### src/dor_pkg.sv
// constants for the depth output configuration register bank
// assumes a single ref_clk domain and 16-bit serial-port register indexes
// Contract
// add signed offset to every output depth
// temporal blur weight, full byte, default 0x20
// multi-frequency weight; all ones disables processing (code disables only at 9'h0FF, so 9-bit all ones 0x1FF leaves it enabled)
// bits 22:16 fixed at 0x01, never change
// flag area when frame difference exceeds threshold
// difference uses region average, not one pixel
// four flag bits, one per quadrant
// mode field selects video output layout
// format bit 0 picks radial or point-cloud
// format bit 1 picks amplitude or intensity
// rate field: 1=15, 2=7.5, else 30 fps
// vertical and horizontal delays drive frame timing
// boot status bit reads 1 after boot
// boot-complete pin mirrors boot status bit
// host writes fixed fields back unchanged
package dor_pkg;
    localparam logic [15:0] OFS_GLOBAL_OFFSET = 16'h0030;
    localparam logic [15:0] OFS_OFFSET_RSVD   = 16'h0033;
    localparam logic [15:0] OFS_TEMPORAL_BLUR = 16'h003A;
    localparam logic [15:0] OFS_MCI_THRESH    = 16'h003B;
    localparam logic [15:0] OFS_MULTIFREQ     = 16'h003D;
    localparam logic [15:0] OFS_FW_REV        = 16'h0041;
    localparam logic [15:0] OFS_OUT_FORMAT    = 16'h0046;
    localparam logic [15:0] OFS_BOOT_STATUS   = 16'h00AD;
    localparam logic [15:0] OFS_MCI_FLAGS     = 16'h0127;

    localparam logic [15:0] RST_GLOBAL_OFFSET = 16'h0000;
    localparam logic [31:0] RST_OFFSET_RSVD   = 32'h8000_0000;
    localparam logic [31:0] RST_TEMPORAL_BLUR = 32'h0200_0020;
    localparam logic [12:0] RST_MCI_THRESH    = 13'h0000;
    localparam logic [8:0]  RST_MF_WEIGHT     = 9'h030;
    localparam logic [6:0]  MF_FIXED          = 7'h01;
    localparam logic [31:0] RST_OUT_FORMAT    = 32'h1000_0000;

    localparam int MF_W_LSB   = 23;
    localparam int MF_FIX_LSB = 16;
    localparam int MODE_LSB   = 28;
    localparam int VDLY_LSB   = 12;
    localparam int RATE_LSB   = 2;
    localparam logic [8:0] MF_DISABLE = 9'h0FF;

    localparam logic [3:0] MODE_FOUR  = 4'h1;
    localparam logic [3:0] MODE_ZA    = 4'h2;
    localparam logic [3:0] MODE_Z     = 4'h4;
    localparam logic [11:0] WIDTH_FOUR = 12'hA00;
    localparam logic [11:0] WIDTH_ZA   = 12'h500;
    localparam logic [11:0] WIDTH_Z    = 12'h280;
    localparam logic [11:0] LINES_OUT  = 12'h3C1;

    localparam logic [1:0] RATE_15  = 2'h1;
    localparam logic [1:0] RATE_7P5 = 2'h2;

    typedef enum logic [2:0] {
        S_IDLE, S_ADDR, S_ADDR_ACK, S_RX, S_RX_ACK, S_TX, S_TX_ACK
    } dor_i2c_e;
endpackage : dor_pkg

### src/dor_mci_if.sv
// interference detection carrier between the register bank and detector
// assumes both ends run on ref_clk
`timescale 1ns/1ns
interface dor_mci_if;
    logic        valid;
    logic [1:0]  area;
    logic [15:0] value;
    logic        frame_end;
    logic [12:0] thresh;
    logic [3:0]  flags;
    modport src (output valid, output area, output value, output frame_end,
                 output thresh, input flags);
    modport det (input valid, input area, input value, input frame_end,
                 input thresh, output flags);
endinterface : dor_mci_if

### src/dor_mci_area.sv
// per-quadrant interference detector: averages a region, compares frames
// assumes samples tagged with their quadrant and a frame_end pulse
`timescale 1ns/1ns
module dor_mci_area
    import dor_pkg::*;
#(
    parameter int AVG_LOG2 = 4
) (
    input  wire logic ref_clk,
    input  wire logic srst,
    dor_mci_if.det    mci
);
    if (AVG_LOG2 < 1 || AVG_LOG2 > 12) begin : g_bad_avg
        $error("AVG_LOG2 out of range");
    end
    localparam int SW = 16 + AVG_LOG2;

    logic [SW-1:0]     acc  [4];
    logic [AVG_LOG2:0] cnt  [4];
    logic [15:0]       prev [4];
    logic              have_prev;
    logic [3:0]        flags;
    logic [3:0]        next_flags;

    assign mci.flags = flags;

    // the region is the first 2**AVG_LOG2 samples of each quadrant
    for (genvar a = 0; a < 4; a++) begin : g_area
        wire         hit  = mci.valid && mci.area == 2'(a) && !cnt[a][AVG_LOG2];
        wire [15:0]  avg  = acc[a][SW-1:AVG_LOG2];
        wire [15:0]  diff = (prev[a] > avg) ? prev[a] - avg : avg - prev[a];
        assign next_flags[a] = have_prev && diff > {3'h0, mci.thresh};
        always_ff @(posedge ref_clk) begin
            if (srst || mci.frame_end) begin
                acc[a] <= '0;
                cnt[a] <= '0;
            end else if (hit) begin
                acc[a] <= acc[a] + SW'(mci.value);
                cnt[a] <= cnt[a] + 1'b1;
            end
            if (srst)
                prev[a] <= '0;
            else if (mci.frame_end)
                prev[a] <= avg;
        end
    end

    always_ff @(posedge ref_clk) begin
        if (srst) begin
            flags     <= 4'h0;
            have_prev <= 1'b0;
        end else if (mci.frame_end) begin
            flags     <= next_flags;
            have_prev <= 1'b1;
        end
    end

    a_flag_hold: assert property (@(posedge ref_clk) disable iff (srst)
        !mci.frame_end |=> $stable(flags)) else $error("flags moved off frame end");
    a_flag_cause: assert property (@(posedge ref_clk) disable iff (srst)
        (mci.frame_end && !have_prev) |=> flags == 4'h0)
        else $error("flag raised without previous frame");
endmodule : dor_mci_area

### src/dor_regs.sv
// depth output configuration bank with serial control slave and depth path
// assumes scl/sda come from pins; depth, frame and boot inputs on ref_clk
`timescale 1ns/1ns
module dor_regs
    import dor_pkg::*;
#(
    parameter logic [6:0]  DEV_ADDR = 7'h3D,
    // arbitrary revision value
    parameter logic [11:0] FW_REV   = 12'h001,
    parameter int          AVG_LOG2 = 4
) (
    input  wire logic        ref_clk,
    input  wire logic        srst,
    input  wire logic        scl_i,
    input  wire logic        sda_i,
    output wire logic        sda_o,
    output wire logic        sda_oe_n,
    input  wire logic        boot_done_in,
    output wire logic        boot_complete,
    input  wire logic        depth_in_valid,
    input  wire logic [15:0] depth_in,
    input  wire logic [1:0]  depth_area,
    input  wire logic        frame_end,
    output logic             depth_out_valid,
    output logic      [15:0] depth_out,
    input  wire logic        frame_start_in,
    output wire logic        frame_keep,
    output logic      [11:0] line_width,
    output logic      [11:0] line_count,
    output logic      [11:0] hdelay,
    output logic      [11:0] vdelay,
    output logic             depth_radial,
    output logic             chan_intensity,
    output logic      [7:0]  temporal_weight,
    output logic      [8:0]  multifreq_weight,
    output logic             multifreq_enable
);
    // pin synchronisers: stage 1 feeds stage 2 only
    logic scl_s1, scl_s2, scl_s3, sda_s1, sda_s2, sda_s3;
    always_ff @(posedge ref_clk) begin
        scl_s1 <= scl_i;
        scl_s2 <= scl_s1;
        scl_s3 <= scl_s2;
        sda_s1 <= sda_i;
        sda_s2 <= sda_s1;
        sda_s3 <= sda_s2;
    end
    wire scl_rise = scl_s2 && !scl_s3;
    wire scl_fall = !scl_s2 && scl_s3;
    wire bus_start = scl_s2 && scl_s3 && sda_s3 && !sda_s2;
    wire bus_stop  = scl_s2 && scl_s3 && !sda_s3 && sda_s2;

    dor_i2c_e    st;
    logic [3:0]  bits;
    logic [7:0]  sh;
    logic [7:0]  tx;
    logic        rw;
    logic        nack;
    logic [2:0]  bidx;
    logic [1:0]  tn;
    logic [15:0] ptr;
    logic [23:0] wd;
    logic        wr_stb;
    logic [31:0] wr_data;
    logic [31:0] rd_hold;
    logic [31:0] rd_mux;

    // bank storage
    logic [15:0] depth_offset;
    logic [31:0] offset_rsvd;
    logic [31:0] temporal_blur;
    logic [12:0] mci_thresh;
    logic [8:0]  mf_weight;
    logic [15:0] mf_low;
    logic [31:0] out_format;
    logic        boot_status;
    logic [1:0]  fcnt;

    dor_mci_if mci ();

    wire byte_done = bits == 4'h8;
    wire addr_hit  = sh[7:1] == DEV_ADDR;
    wire drive_low = st == S_ADDR_ACK || st == S_RX_ACK || (st == S_TX && !tx[7]);
    assign sda_o    = 1'b0;
    assign sda_oe_n = !drive_low;

    always_ff @(posedge ref_clk) begin
        if (srst) begin
            st   <= S_IDLE;
            bits <= 4'h0;
            sh   <= 8'h00;
            tx   <= 8'hFF;
            rw   <= 1'b0;
            nack <= 1'b0;
            bidx <= 3'h0;
            tn   <= 2'h0;
        end else if (bus_start) begin
            st   <= S_ADDR;
            bits <= 4'h0;
            bidx <= 3'h0;
        end else if (bus_stop) begin
            st <= S_IDLE;
        end else if (scl_rise) begin
            if (st == S_ADDR || st == S_RX || st == S_TX)
                bits <= bits + 1'b1;
            if (st == S_ADDR || st == S_RX)
                sh <= {sh[6:0], sda_s2};
            if (st == S_TX_ACK)
                nack <= sda_s2;
        end else if (scl_fall) begin
            unique case (st)
                S_IDLE: st <= S_IDLE;
                S_ADDR: begin
                    if (byte_done) begin
                        st <= addr_hit ? S_ADDR_ACK : S_IDLE;
                        rw <= sh[0];
                    end
                end
                S_ADDR_ACK: begin
                    bits <= 4'h0;
                    tn   <= 2'h1;
                    tx   <= rd_mux[31:24];
                    st   <= rw ? S_TX : S_RX;
                end
                S_RX: begin
                    if (byte_done) begin
                        st   <= S_RX_ACK;
                        bidx <= (bidx == 3'h5) ? 3'h2 : bidx + 1'b1;
                    end
                end
                S_RX_ACK: begin
                    st   <= S_RX;
                    bits <= 4'h0;
                end
                S_TX: begin
                    tx <= {tx[6:0], 1'b1};
                    if (byte_done)
                        st <= S_TX_ACK;
                end
                S_TX_ACK: begin
                    bits <= 4'h0;
                    tn   <= tn + 1'b1;
                    st   <= nack ? S_IDLE : S_TX;
                    unique case (tn)
                        2'h0: tx <= rd_mux[31:24];
                        2'h1: tx <= rd_hold[23:16];
                        2'h2: tx <= rd_hold[15:8];
                        2'h3: tx <= rd_hold[7:0];
                    endcase
                end
            endcase
        end
    end

    // address pointer, write assembly and read word capture
    wire rx_byte = scl_fall && st == S_RX && byte_done && !bus_start && !bus_stop;
    wire tx_word = scl_fall && st == S_TX && byte_done && tn == 2'h0;
    always_ff @(posedge ref_clk) begin
        if (srst) begin
            ptr     <= 16'h0000;
            wd      <= 24'h0;
            wr_stb  <= 1'b0;
            wr_data <= 32'h0;
            rd_hold <= 32'h0;
        end else begin
            wr_stb <= rx_byte && bidx == 3'h5;
            if (rx_byte) begin
                unique case (bidx)
                    3'h0: ptr[15:8] <= sh;
                    3'h1: ptr[7:0]  <= sh;
                    3'h5: wr_data   <= {wd, sh};
                    default: wd     <= {wd[15:0], sh};
                endcase
            end
            if (scl_fall && st == S_ADDR_ACK)
                rd_hold <= rd_mux;
            else if (scl_fall && st == S_TX_ACK && tn == 2'h0)
                rd_hold <= rd_mux;
            if (wr_stb || tx_word)
                ptr <= ptr + 1'b1;
        end
    end

    // register writes; bits 22:16 of the multi-frequency word, the unused high bits of offset and threshold, and read-only words ignore the host
    wire wr_go = wr_stb;
    always_ff @(posedge ref_clk) begin
        if (srst) begin
            depth_offset  <= RST_GLOBAL_OFFSET;
            offset_rsvd   <= RST_OFFSET_RSVD;
            temporal_blur <= RST_TEMPORAL_BLUR;
            mci_thresh    <= RST_MCI_THRESH;
            mf_weight     <= RST_MF_WEIGHT;
            mf_low        <= 16'h0000;
            out_format    <= RST_OUT_FORMAT;
        end else if (wr_go) begin
            if (ptr == OFS_GLOBAL_OFFSET)
                depth_offset <= wr_data[15:0];
            if (ptr == OFS_OFFSET_RSVD)
                offset_rsvd <= wr_data;
            if (ptr == OFS_TEMPORAL_BLUR)
                temporal_blur <= wr_data;
            if (ptr == OFS_MCI_THRESH)
                mci_thresh <= wr_data[12:0];
            if (ptr == OFS_MULTIFREQ) begin
                mf_weight <= wr_data[31:MF_W_LSB];
                mf_low    <= wr_data[15:0];
            end
            if (ptr == OFS_OUT_FORMAT)
                out_format <= wr_data;
        end
    end

    always_comb begin
        rd_mux = 32'h0;
        unique case (ptr)
            OFS_GLOBAL_OFFSET: rd_mux = {16'h0, depth_offset};
            OFS_OFFSET_RSVD:   rd_mux = offset_rsvd;
            OFS_TEMPORAL_BLUR: rd_mux = temporal_blur;
            OFS_MCI_THRESH:    rd_mux = {19'h0, mci_thresh};
            OFS_MULTIFREQ:     rd_mux = {mf_weight, MF_FIXED, mf_low};
            OFS_FW_REV:        rd_mux = {4'h0, FW_REV, 16'h0};
            OFS_OUT_FORMAT:    rd_mux = out_format;
            OFS_BOOT_STATUS:   rd_mux = {31'h0, boot_status};
            OFS_MCI_FLAGS:     rd_mux = {28'h0, mci.flags};
            default:           rd_mux = 32'h0;
        endcase
    end

    // boot status latches once and drives the pin
    always_ff @(posedge ref_clk) begin
        if (srst)
            boot_status <= 1'b0;
        else if (boot_done_in)
            boot_status <= 1'b1;
    end
    assign boot_complete = boot_status;

    // depth path with signed offset, clamped to the unsigned range
    wire signed [17:0] depth_sum = $signed({2'b00, depth_in})
                                 + $signed({{2{depth_offset[15]}}, depth_offset});
    wire [15:0] sat_depth = depth_sum[17] ? 16'h0000 :
                            depth_sum[16] ? 16'hFFFF : depth_sum[15:0];
    always_ff @(posedge ref_clk) begin
        if (srst) begin
            depth_out_valid <= 1'b0;
            depth_out       <= 16'h0000;
        end else begin
            depth_out_valid <= depth_in_valid;
            if (depth_in_valid)
                depth_out <= sat_depth;
        end
    end

    // output layout per resolution mode
    function automatic logic [11:0] mode_width(input logic [3:0] m);
        unique case (m)
            MODE_FOUR: mode_width = WIDTH_FOUR;
            MODE_ZA:   mode_width = WIDTH_ZA;
            MODE_Z:    mode_width = WIDTH_Z;
            default:   mode_width = 12'h000;
        endcase
    endfunction

    // frame-rate divider: keep 1 of 1, 2 or 4 sensor frames
    function automatic logic [1:0] rate_mask(input logic [1:0] r);
        unique case (r)
            RATE_15:  rate_mask = 2'h1;
            RATE_7P5: rate_mask = 2'h3;
            default:  rate_mask = 2'h0;
        endcase
    endfunction

    wire [3:0] tx_mode  = out_format[31:MODE_LSB];
    wire [1:0] rate_sel = out_format[RATE_LSB+1:RATE_LSB];
    wire [1:0] keep_msk = rate_mask(rate_sel);
    assign frame_keep = frame_start_in && (fcnt & keep_msk) == 2'h0;
    always_ff @(posedge ref_clk) begin
        if (srst)
            fcnt <= 2'h0;
        else if (frame_start_in)
            fcnt <= fcnt + 1'b1;
    end

    always_ff @(posedge ref_clk) begin
        if (srst) begin
            line_width       <= 12'h000;
            line_count       <= 12'h000;
            hdelay           <= 12'h000;
            vdelay           <= 12'h000;
            depth_radial     <= 1'b0;
            chan_intensity   <= 1'b0;
            temporal_weight  <= 8'h00;
            multifreq_weight <= 9'h000;
            multifreq_enable <= 1'b0;
        end else begin
            line_width       <= mode_width(tx_mode);
            line_count       <= (mode_width(tx_mode) == 12'h000) ? 12'h000 : LINES_OUT;
            hdelay           <= out_format[11:0];
            vdelay           <= out_format[VDLY_LSB+11:VDLY_LSB];
            depth_radial     <= out_format[0];
            chan_intensity   <= out_format[1];
            temporal_weight  <= temporal_blur[7:0];
            multifreq_weight <= mf_weight;
            multifreq_enable <= mf_weight != MF_DISABLE;
        end
    end

    assign mci.valid     = depth_in_valid;
    assign mci.area      = depth_area;
    assign mci.value     = depth_in;
    assign mci.frame_end = frame_end;
    assign mci.thresh    = mci_thresh;

    dor_mci_area #(.AVG_LOG2(AVG_LOG2)) u_mci (
        .ref_clk (ref_clk),
        .srst    (srst),
        .mci     (mci)
    );

    a_depth_offset: assert property (@(posedge ref_clk) disable iff (srst)
        depth_in_valid |=> depth_out_valid && depth_out == $past(sat_depth))
        else $error("depth output not offset");
    a_mf_disable: assert property (@(posedge ref_clk) disable iff (srst)
        (mf_weight == MF_DISABLE) |=> !multifreq_enable)
        else $error("multi-frequency not disabled");
    a_mf_fixed_read: assert property (@(posedge ref_clk) disable iff (srst)
        (ptr == OFS_MULTIFREQ) |-> rd_mux[22:16] == MF_FIXED)
        else $error("fixed field changed");
    a_mode_width: assert property (@(posedge ref_clk) disable iff (srst)
        (tx_mode == MODE_Z) [*2] |-> line_width == WIDTH_Z)
        else $error("layout width wrong");
    a_rate_skip: assert property (@(posedge ref_clk) disable iff (srst)
        (frame_keep && rate_sel == RATE_7P5) ##[1:2] (frame_start_in && rate_sel == RATE_7P5)
        |-> !frame_keep) else $error("frame kept too often");
    a_rate_full: assert property (@(posedge ref_clk) disable iff (srst)
        (frame_start_in && rate_sel == 2'h3) |-> frame_keep)
        else $error("30 fps frame dropped");
    a_boot_pin: assert property (@(posedge ref_clk) disable iff (srst)
        boot_done_in |=> boot_complete [*3]) else $error("boot pin not held");
    a_addr_ack: assert property (@(posedge ref_clk) disable iff (srst)
        (st == S_ADDR && scl_fall && byte_done && addr_hit && !bus_start && !bus_stop)
        |=> !sda_oe_n) else $error("address not acknowledged");
    a_write_lands: assert property (@(posedge ref_clk) disable iff (srst)
        (wr_stb && ptr == OFS_OUT_FORMAT) |=> ##1 hdelay == $past(wr_data[11:0], 2))
        else $error("delay write lost");
endmodule : dor_regs
### config.mk
export PLATFORM = sky130hd
export DESIGN_NAME = dor_regs
export DESIGN_NICKNAME = d
export VERILOG_FILES = /design/src/dor_pkg.sv /design/src/dor_mci_if.sv /design/src/dor_mci_area.sv /design/src/dor_regs.sv
export SDC_FILE = /design/constraint.sdc
export NUM_CORES = 1
export LEC_CHECK = 0
export BUFFER_PORTS_ARGS = -buffer_cell sky130_fd_sc_hd__buf_2
export CORE_MARGIN = 4
export CORE_UTILIZATION = 51
export CTS_CLUSTER_DIAMETER = 40
export DETAILED_ROUTE_END_ITERATION = 10
export MAX_ROUTING_LAYER = met4
export PLACE_DENSITY = 0.71
export SYNTH_ARGS = -nofsm -noshare
export SYNTH_HDL_FRONTEND = slang
export SYNTH_SLANG_ARGS = --single-unit
### constraint.sdc
create_clock -name ref_clk -period 12.75 [get_ports ref_clk]
set_clock_uncertainty 0.15 [all_clocks]
set_input_delay 1.9125 -clock ref_clk [delete_from_list [all_inputs] [get_ports ref_clk]]
set_output_delay 1.9125 -clock ref_clk [all_outputs]
set_load 0.05 [all_outputs]
# ---- Word level (Yosys, flattened, before mapping)
# Memory sizes are Yosys's and may differ from the RTL's.
# Index checks and enable logic that the tools add are counted.
dict set report word_totals {
  ff_bits 376
  ramBits 164
  input_bits 26
  out_inout_bits 89
  word_cells 287
  memories 3
}
dict set report classes {
  addsub 22
  magnitude_cmp 8
  eq_ne 39
  n_mux 67
  bitwise 17
  reduce_logical 88
}
# name depth word_bits read_ports rd_ports_with_merged_regs write_ports line_no
set mem_list {}
lappend mem_list {u_mci.acc 4 20 4 0 4 dor_mci_area.sv:18} ;# logic [SW-1:0] acc [4];
lappend mem_list {u_mci.prev 4 16 4 0 4 dor_mci_area.sv:20} ;# logic [15:0] prev [4];
lappend mem_list {u_mci.cnt 4 5 4 0 4 dor_mci_area.sv:19} ;# logic [AVG_LOG2:0] cnt [4];
# op n
set op_table {}
lappend op_table {{$pmux W32 S9} 1}
lappend op_table {{$mux W16} 12}
lappend op_table {{$sub A16 B16 Y16} 8}
lappend op_table {{$add A20 B16 Y20} 4}
lappend op_table {{$eq A16 B6 Y1 const B} 5}
lappend op_table {{$mux W20} 4}
lappend op_table {{$gt A16 B13 Y1} 4}
lappend op_table {{$gt A16 B16 Y1} 4}
lappend op_table {{$mux W24} 2}
lappend op_table {{$pmux W12 S3} 1}
lappend op_table {{$eq A16 B7 Y1 const B} 2}
lappend op_table {{$logic_and A1 B1 Y1} 32}
lappend op_table {{$pmux W8 S4} 1}
lappend op_table {{$reduce_and A5 Y1} 5}
lappend op_table {{$pmux W8 S3} 1}
lappend op_table {{$mux W1} 23}
lappend op_table {{$pmux W3 S7} 1}
lappend op_table {{$add A5 B1 Y5 const B} 4}
lappend op_table {{$mux W5} 4}
lappend op_table {{$reduce_and A2 Y1} 10}
lappend op_table {{$add A17 B16 Y18} 1}
lappend op_table {{$mux W3} 6}
lappend op_table {{$add A16 B1 Y16 const B} 1}
lappend op_table {{$eq A16 B8 Y1 const B} 1}
lappend op_table {{other kinds (39)} 104}

# ---- Longest topological paths before layout
# Gate-level depths: netlist (run 1).
dict set report logic_depth {
  ltp_word 8
  depth_mapped 22
  ltp_nobuf 22
}

# ---- By module
# Synthesis (run 1) repeated with hierarchy kept, for this count alone.
dict set report hier_totals {
  cells_unflattened 3728
  hier_area_um2 31781.7
}
# module instances cells_per_inst area_per_inst_um2 seq_area_each_um2
set by_module_without_submodules {}
lappend by_module_without_submodules {dor_mci_area 1 1922 16918.7 5024.8}
lappend by_module_without_submodules {dor_regs 1 1806 14863.0 7006.7}

# ---- Least setup slack after synthesis (run 1)
# OpenSTA, ideal clock, no wires.
dict set report synth_path {
  path_type {input port to output port}
  startpoint {input port frame_start_in}
  endpoint {output port frame_keep}
  arrival_time_ns 2.742
  required_time_ns 10.687
  slack_ns 7.946
  stages 2
  path_buffers 0
  path_cell_list {o21ai_0 -> a21oi_1}
}
dict set report synth_between {
  elab_chain_len 1
}
# item line_no
set synth_rtl {}
lappend synth_rtl {{from (decl)} dor_regs.sv:26} ;# input wire logic frame_start_in,
lappend synth_rtl {{$logic_and A1 B1 Y1} dor_regs.sv:276} ;# assign frame_keep = frame_start_in && (fcnt & keep_msk) == 2'h0;
lappend synth_rtl {{to (decl)} dor_regs.sv:27} ;# output wire logic frame_keep,
# No other way between the ends.

==> flow_summary.yaml, run 1 <==
routing:
  drcViolationCount: 0
  met3WireLength_um: 6630
  wl_met2_um: 39200
  via_per_inst: 5.87
  vias: 26800
  met1Wirelength_um: 39800
  wl_per_cell_um: 19.3
  antenna_left: 0
  drt-total-wl_um: 88000
  first_pass_iters: 7
  highest_layer: "met4"
  drt-initial-drc-count: 2645
worst_setup_path:
  crit_path_end_kind: "register"
  r2r_slack_ns: 7.74
  crit_type: "register to register"
  worst_r2r_endpoint: "u_mci.mci.flags[1]"
  cp_data_required_time_ns: 13.11
  crit-reg2reg-launch: "u_mci.acc[1][13]"
  path_max_fanout: 23
  reg2reg_depth: 19
  critical_path.startpoint_type: "register"
  worstPathArrival_ns: 5.37
timing:
  relSlewSlack_pct: 14.8
  rsz0062_at_grt: "false"
  min_period_ns: 5.01
  period_share_pct: 39.3
  setup_violations: 0
  worst_pin_slew_ns: 1.27
  setup_ws_ns: 7.74
  fin_tns_setup_ns: 0
  drv_slew: 0
  whs_ns: 0.173
  final-hold-violation-count: 0
  fmax_ghz: 0.200
pwr:
  switching_share_pct: 29.1
  p_sw_mw: 1.45
  ir_drop_mv: 0.104
  internal_power_mw: 3.53
  power.total_mw: 4.98
  leakagePower_nw: 14.0
  power_density_nw_per_um2: 141
  clock_power_share_pct: 47.9
  p_comb_share_pct: 16.4
  power_frac_seq_pct: 35.8
clock_network:
  clockRootBuffer: "clkbuf_16"
  worstSkewPairLatency_ns: 0.66
  cts.repair.resized: 0
  post-cts-setup-buffers: 0
  clkTransAtPathRegs_ns: 0.05
  cts_made_buffers: 86
  cts.path.max_buffers: 3
  htreeDepth: 3
  hold_buffers: 0
  cts_num_sinks: 519
  cts_tree: "yes"
logic_synthesis:
  syn_inst: 3697
  yosysTopAreaCell: "dfxtp_1"
  ys_async_sr_fraction_pct: 0
  synth_area_leaders: "dfxtp_1 23%, edfxtp_1 16%, ha_1 11%"
  synth-seq-cells: 519
  synth_most_common_cell: "nand2_1"
  ys_top_cells_by_count: "557 x nand2_1, 397 x a21oi_1, 355 x dfxtp_1"
  synth_top_cell_area_share_pct: 22.6
  synth_edf_count: 164
  syn_area_per_cell_um2: 8.50
  ys_types: 87
  ys_warn_count: 0
  synthFlopType: "dfxtp_1"
  yosysSeqAreaShare_pct: 38.3
  syn-cell-area_um2: 31400
floorplanning:
  die_w_um: 256
  ios: 115
  row_count: 90
  core_area_um2: 60700
  initial_utilization_pct: 51.8
  die_h_um: 256
  dieArea_um2: 65700
layout:
  multi_input_area_um2: 17800
  n_antenna_cell: 0
  finalInstanceArea_um2: 35300
  final_nets: 4026
  nFillCells: 5332
  final_layout_size_suffix_gt1_share_pct: 9.02
  fin_cells: 4563
  ff_latch_area_um2: 12000
  syn_to_final_growth_pct: 12.3
  fin_util_pct: 58.2
place:
  place_hpwl_um: 60600
  dp.cells: 4402
  place_congestion: 0.954
  postPlaceCellArea_um2: 32300
  port_buffers: 99
  post-place-ws_ns: 7.60
worst_hold_path:
  min_to: "sda_s2"
  worstHoldStart: "sda_s1"
  hp-class: "register to register"
  hold_depth: 0
run:
  max_cap_violations: 0
global_routing:
  grt_pass1_wl_um: 138000
  grt_max_degree: 187
  grt_pass1_vias: 25100
  antenna_found_initial: 0
  grt.overflow.total: 0
  grt_usage_pct: 26.5
run_status:
  status: "complete, no violations"
power by group through the flow:
| stage | combinational [mW] | clock (mW) | sequential, mW |
|---|---|---|---|
| after floorplan | 0.631 | 0 | 1.81 |
| after global placement | 0.794 | 0 | 1.81 |
| after detailed placement | 0.801 | 0 | 1.81 |
| after CTS | 0.808 | 2.41 | 1.78 |
| after global routing | 0.909 | 2.49 | 1.78 |
| final | 0.815 | 2.38 | 1.78 |
registers in the layout (all words and copies together) (netlist names), 12 cells and up:
name and count:
rd_hold 24, u_mci.cnt 20, depth_out 16, u_mci.prev 64
out_format 32, wd 24, u_mci.acc 80, ptr 16
temporal_blur 32, offset_rsvd 32, vdelay 12, hdelay 12
mf_low 16, wr_data 32, depth_offset 16, mci.thresh 13
cell type report:
type / instances / share of cell area (%)
clock buffers: 96 / 6.40
clock inverters: 65 / 2.24
inverters: 204 / 2.17
multi-input cells: 2776 / 50.4
flip-flops and latches: 519 / 34.1
well taps: 782 / 2.77
repair buffers: 121 / 1.94
worst max path at each step:
| stage | from | end | slack, ns |
|---|---|---|---|
| after global placement | depth_in[1] | u_mci.acc[2][18] | 7.62 |
| after global routing | u_mci.acc[1][13] | u_mci.mci.flags[1] | 7.33 |
| after floorplan | frame_start_in | frame_keep | 7.95 |
| final | u_mci.acc[1][13] | u_mci.mci.flags[1] | 7.74 |
| after CTS | u_mci.acc[1][13] | u_mci.mci.flags[1] | 7.81 |
| after detailed placement | depth_in[1] | depth_out[6] | 7.60 |
metal layers:
| layer | up-vias | global-route usage (%) |
|---|---|---|
| li1 | 13000 | - |
| met1 | 12700 | 37.1 |
| met2 | 953 | 40.2 |
| met3 | 155 | 3.64 |
| met4 | 0 | 7.83 |
| met5 | - | - |
critical path: stages, from the launching register on:
cell and delay (ns):
edfxtp_1 0.45, inv_1 0.07, ha_1 0.50, nand3_1 0.22, nor2_1 0.13, nand3_1 0.11, or2_1 0.26, a21oi_2 0.93
mux2_2 0.45, o21ai_0 0.16, a221oi_1 0.11, xnor2_1 0.27, ha_1 0.28, nand3_1 0.07, nor2_1 0.06, a21oi_1 0.14
nand2_1 0.06, a31oi_1 0.14, a311oi_1 0.07, a211o_1 0.24
logic make-up (layout without fill, tap and decap cells):
group	after synthesis	in the layout	share of synthesized area (%)
xor+xnor	139	139	3.87
flops	519	519	38.3
buf+inv	416	486	5.46
fa+ha+maj	292	292	11.9
other cells	1	15	0.0119
mux	62	62	2.04
simple gates	1321	1321	19.5
compound gates	947	947	18.9
placed cells by master, fill, tap and decap left out, drive strengths merged, types with 12 or more instances in the layout:
cell | synthesis | routed
a221oi | 43 | 43
nor3 | 64 | 64
and3 | 20 | 20
ha | 279 | 279
a21oi | 401 | 401
a21boi | 12 | 12
nand3 | 62 | 62
nand2 | 558 | 558
a211oi | 43 | 43
o21ai | 156 | 156
o21bai | 20 | 20
a222oi | 16 | 16
nor4 | 13 | 13
nor2b | 85 | 85
xor2 | 59 | 59
buf | 74 | 121
mux2i | 51 | 51
xnor2 | 80 | 80
a31oi | 33 | 33
clkinv | 1 | 32
dfxtp | 355 | 355
edfxtp | 164 | 164
or2 | 21 | 21
nand4 | 27 | 27
a22oi | 19 | 19
nand2b | 43 | 43
inv | 203 | 222
clkbuf | 138 | 96
fa | 13 | 13
a21o | 76 | 76
o211ai | 21 | 21
or3 | 12 | 12
and2 | 89 | 89
o21a | 40 | 40
conb | 1 | 15
nor2 | 280 | 280
(Power assumes the default switching activity.)
==> run 2: changes to the inputs <==
--- a/config.mk
+++ b/config.mk
@@ -11,7 +11,7 @@
 export CTS_CLUSTER_DIAMETER = 40
 export DETAILED_ROUTE_END_ITERATION = 10
 export MAX_ROUTING_LAYER = met4
-export PLACE_DENSITY = 0.71
+export PLACE_DENSITY = 0.73
 export SYNTH_ARGS = -nofsm -noshare
 export SYNTH_HDL_FRONTEND = slang
 export SYNTH_SLANG_ARGS = --single-unit
==> constraint.sdc (replaced) <==
create_clock -name ref_clk -period 4.1 [get_ports ref_clk]
set_clock_uncertainty 0.15 [all_clocks]
set_input_delay 0.615 -clock ref_clk [delete_from_list [all_inputs] [get_ports ref_clk]]
set_output_delay 0.615 -clock ref_clk [all_outputs]
set_load 0.05 [all_outputs]
==> run 2 against run 1 <==
The run now ends with setup timing left. Maximum frequency is 20% higher. Flip-flop and latch count did not move. Die area did not move. First-iteration DRC count up 1.1%.
==> flow_summary.yaml, run 2 (synthesized netlist as in run 1, its figures left out) <==
worst_setup_path:
  crit_type: "register to register"
  cp_data_required_time_ns: 4.43
  worstPathArrival_ns: 4.49
  crit_path_end_kind: "register"
  crit_path_top_delay_cell: "fa_2"
  reg2reg_depth: 20
  r2r_slack_ns: -0.06
  crit-reg2reg-launch: "u_mci.prev[3][0]"
  critPathMostFrequentCell: "o21a_1"
  critical_path.cell_chain: "inv_1 > ha_2 > inv_2 > fa_2 > a21o_1 > a21oi_2 > o21ai_2 > a21oi_2 > o21ai_4 > mux2_2 > ha_4 > nor2b_1 > o21a_1 > o21a_1 > o21a_1 > o21a_1 > o211ai_1 > a21oi_1 > o41ai_1 > o211ai_1"
  critPathMaxStageDelay_ns: 0.39
  worst_r2r_endpoint: "u_mci.mci.flags[3]"
  critical_path.startpoint_type: "register"
  startpoint: "u_mci.prev[3][0]"
  path_max_fanout: 4
clock_network:
  worstSkewPairLatency_ns: 0.64
  cts_num_sinks: 519
  clkTransAtPathRegs_ns: 0.06
  clockRootBuffer: "clkbuf_16"
  cts_made_buffers: 83
  cts.path.max_buffers: 3
  cts_tree: "yes"
  htreeDepth: 3
layout:
  final_common_cell: "nand2_1"
  final_layout_size_suffix_gt1_share_pct: 14.2
  ff_latch_area_um2: 12000
  largest_registers: "u_mci.acc x80, u_mci.prev x64"
  fin_cells: 4764
  syn_to_final_growth_pct: 17.6
  multi_input_area_um2: 18000
  mostFrequentLayoutCells: "555 x nand2_1, 395 x a21oi_1, 355 x dfxtp_1, 278 x nor2_1, 271 x ha_1"
  final_nets: 4231
  max_flop_register: "u_mci.acc"
  fin_util_pct: 60.9
  nFillCells: 5191
  largest_reg_flops: 80
  finalInstanceArea_um2: 37000
routing:
  via_per_inst: 5.77
  vias: 27500
  drt-initial-drc-count: 2675
  drt-total-wl_um: 90900
  antenna_left: 0
  first_pass_iters: 8
  wl_per_cell_um: 19.1
  drcViolationCount: 0
run_status:
  status: "finished with violations"
  failed_checks: "setup timing"
global_routing:
  grt_pass1_vias: 26100
  grt.overflow.total: 0
  grt_usage_pct: 27.5
  antenna_found_initial: 1
  grt_max_degree: 162
  grt_pass1_wl_um: 143000
floorplanning:
  core_area_um2: 60700
  initial_utilization_pct: 51.8
  row_count: 90
  ios: 115
  die_h_um: 256
  dieArea_um2: 65700
  die_w_um: 256
timing:
  min_period_ns: 4.16
  worst_pin_slew_ns: 1.09
  final-hold-violation-count: 0
  drv_slew: 0
  relSlewSlack_pct: 27.4
  fmax_ghz: 0.240
  setup_ws_ns: -0.0621
  rsz0062_at_grt: "true"
  whs_ns: 0.0267
  period_share_pct: 102
  setup_violations: 2
pwr:
  leakagePower_nw: 15.0
  power_density_nw_per_um2: 427
  ir_drop_mv: 0.321
  power.total_mw: 15.8
place:
  dp.cells: 4586
  postPlaceCellArea_um2: 33700
  port_buffers: 99
  place_hpwl_um: 65200
  place_congestion: 0.933
worst_hold_path:
  worstHoldStart: "boot_done_in"
  hold_depth: 3
  min_to: "boot_complete"
  hp-class: "input pin to register"
run:
  max_cap_violations: 0
-- run 2: cell types whose count changed in the layout (fill, tap and decap cells not counted), sizes merged, moves of 2 or more --
cell / previous run / this run
clkinv: 32 / 25
dlygate4sd3: 0 / 2
clkbuf: 96 / 92
bufinv: 6 / 12
buf: 121 / 326
clkinvlp: 9 / 5
-- run 2: metal layers --
layer  GRT usage, %  share of wire (%)  vias up
met1           38.4                 45    12900
met3           5.02                8.9      183
met4           9.72                3.3        0
li1               -                  -    13400
met5              -                  0        -
met2           40.1                 43     1042
-- run 2: critical path, delay by kind of cell, from the launching register on --
kind | cells | cell delay (ns)
buffers and inverters | 2 | 0.12
AND/OR/NAND/NOR | 1 | 0.12
flip-flops | 1 | 0.38
AO/OA/AOI/OAI | 13 | 2.14
adder cells (fa/ha/maj) | 3 | 0.79
multiplexers | 1 | 0.31
-- run 2: through the flow --
step	TNS, ns	worst slack (ns)
finish	-0.121	-0.0621
global route	-0.999	-0.274
CTS	-0.0627	-0.0362
detailed placement	-0.801	-0.321
global placement	-0.513	-0.254
floorplan	-0.374	-0.374
-- run 2: timing repair --
item	CTS	global route
resized for setup	11	34
hold buffers	2	0
setup endpoints to repair	4	4
cloned	1	0
pin swaps	10	19
hold endpoints to repair	2	0
buffers inserted	8	13
-- run 2: how the worst max path moves through the flow --
| stage | cells after the start | slack, ns | end |
|---|---|---|---|
| global route | 22 | -0.27 | u_mci.mci.flags[2] |
| global placement | 21 | -0.25 | u_mci.mci.flags[2] |
| finish | 20 | -0.06 | u_mci.mci.flags[3] |
| detailed placement | 21 | -0.32 | u_mci.mci.flags[2] |
| floorplan | 22 | -0.37 | u_mci.mci.flags[2] |
| CTS | 22 | -0.04 | u_mci.mci.flags[2] |
-- run 2: report_power, final --
group          switching [mW]  leakage [nW]  total [mW]  internal, mW
logic                    1.66          8.86        2.96          1.30
clock network            2.73          1.43        7.34          4.61
registers              0.0832          4.70        5.51          5.42
-- run 2: area by class of cell --
class	count	area share, %
multi-input cells	2777	48.7
flip-flops and latches	519	32.5
repair buffers	328	6.15
clock buffers	92	5.82
well taps	782	2.65
inverters	204	2.07
clock inverters	61	2.07
diodes	1	0.00677
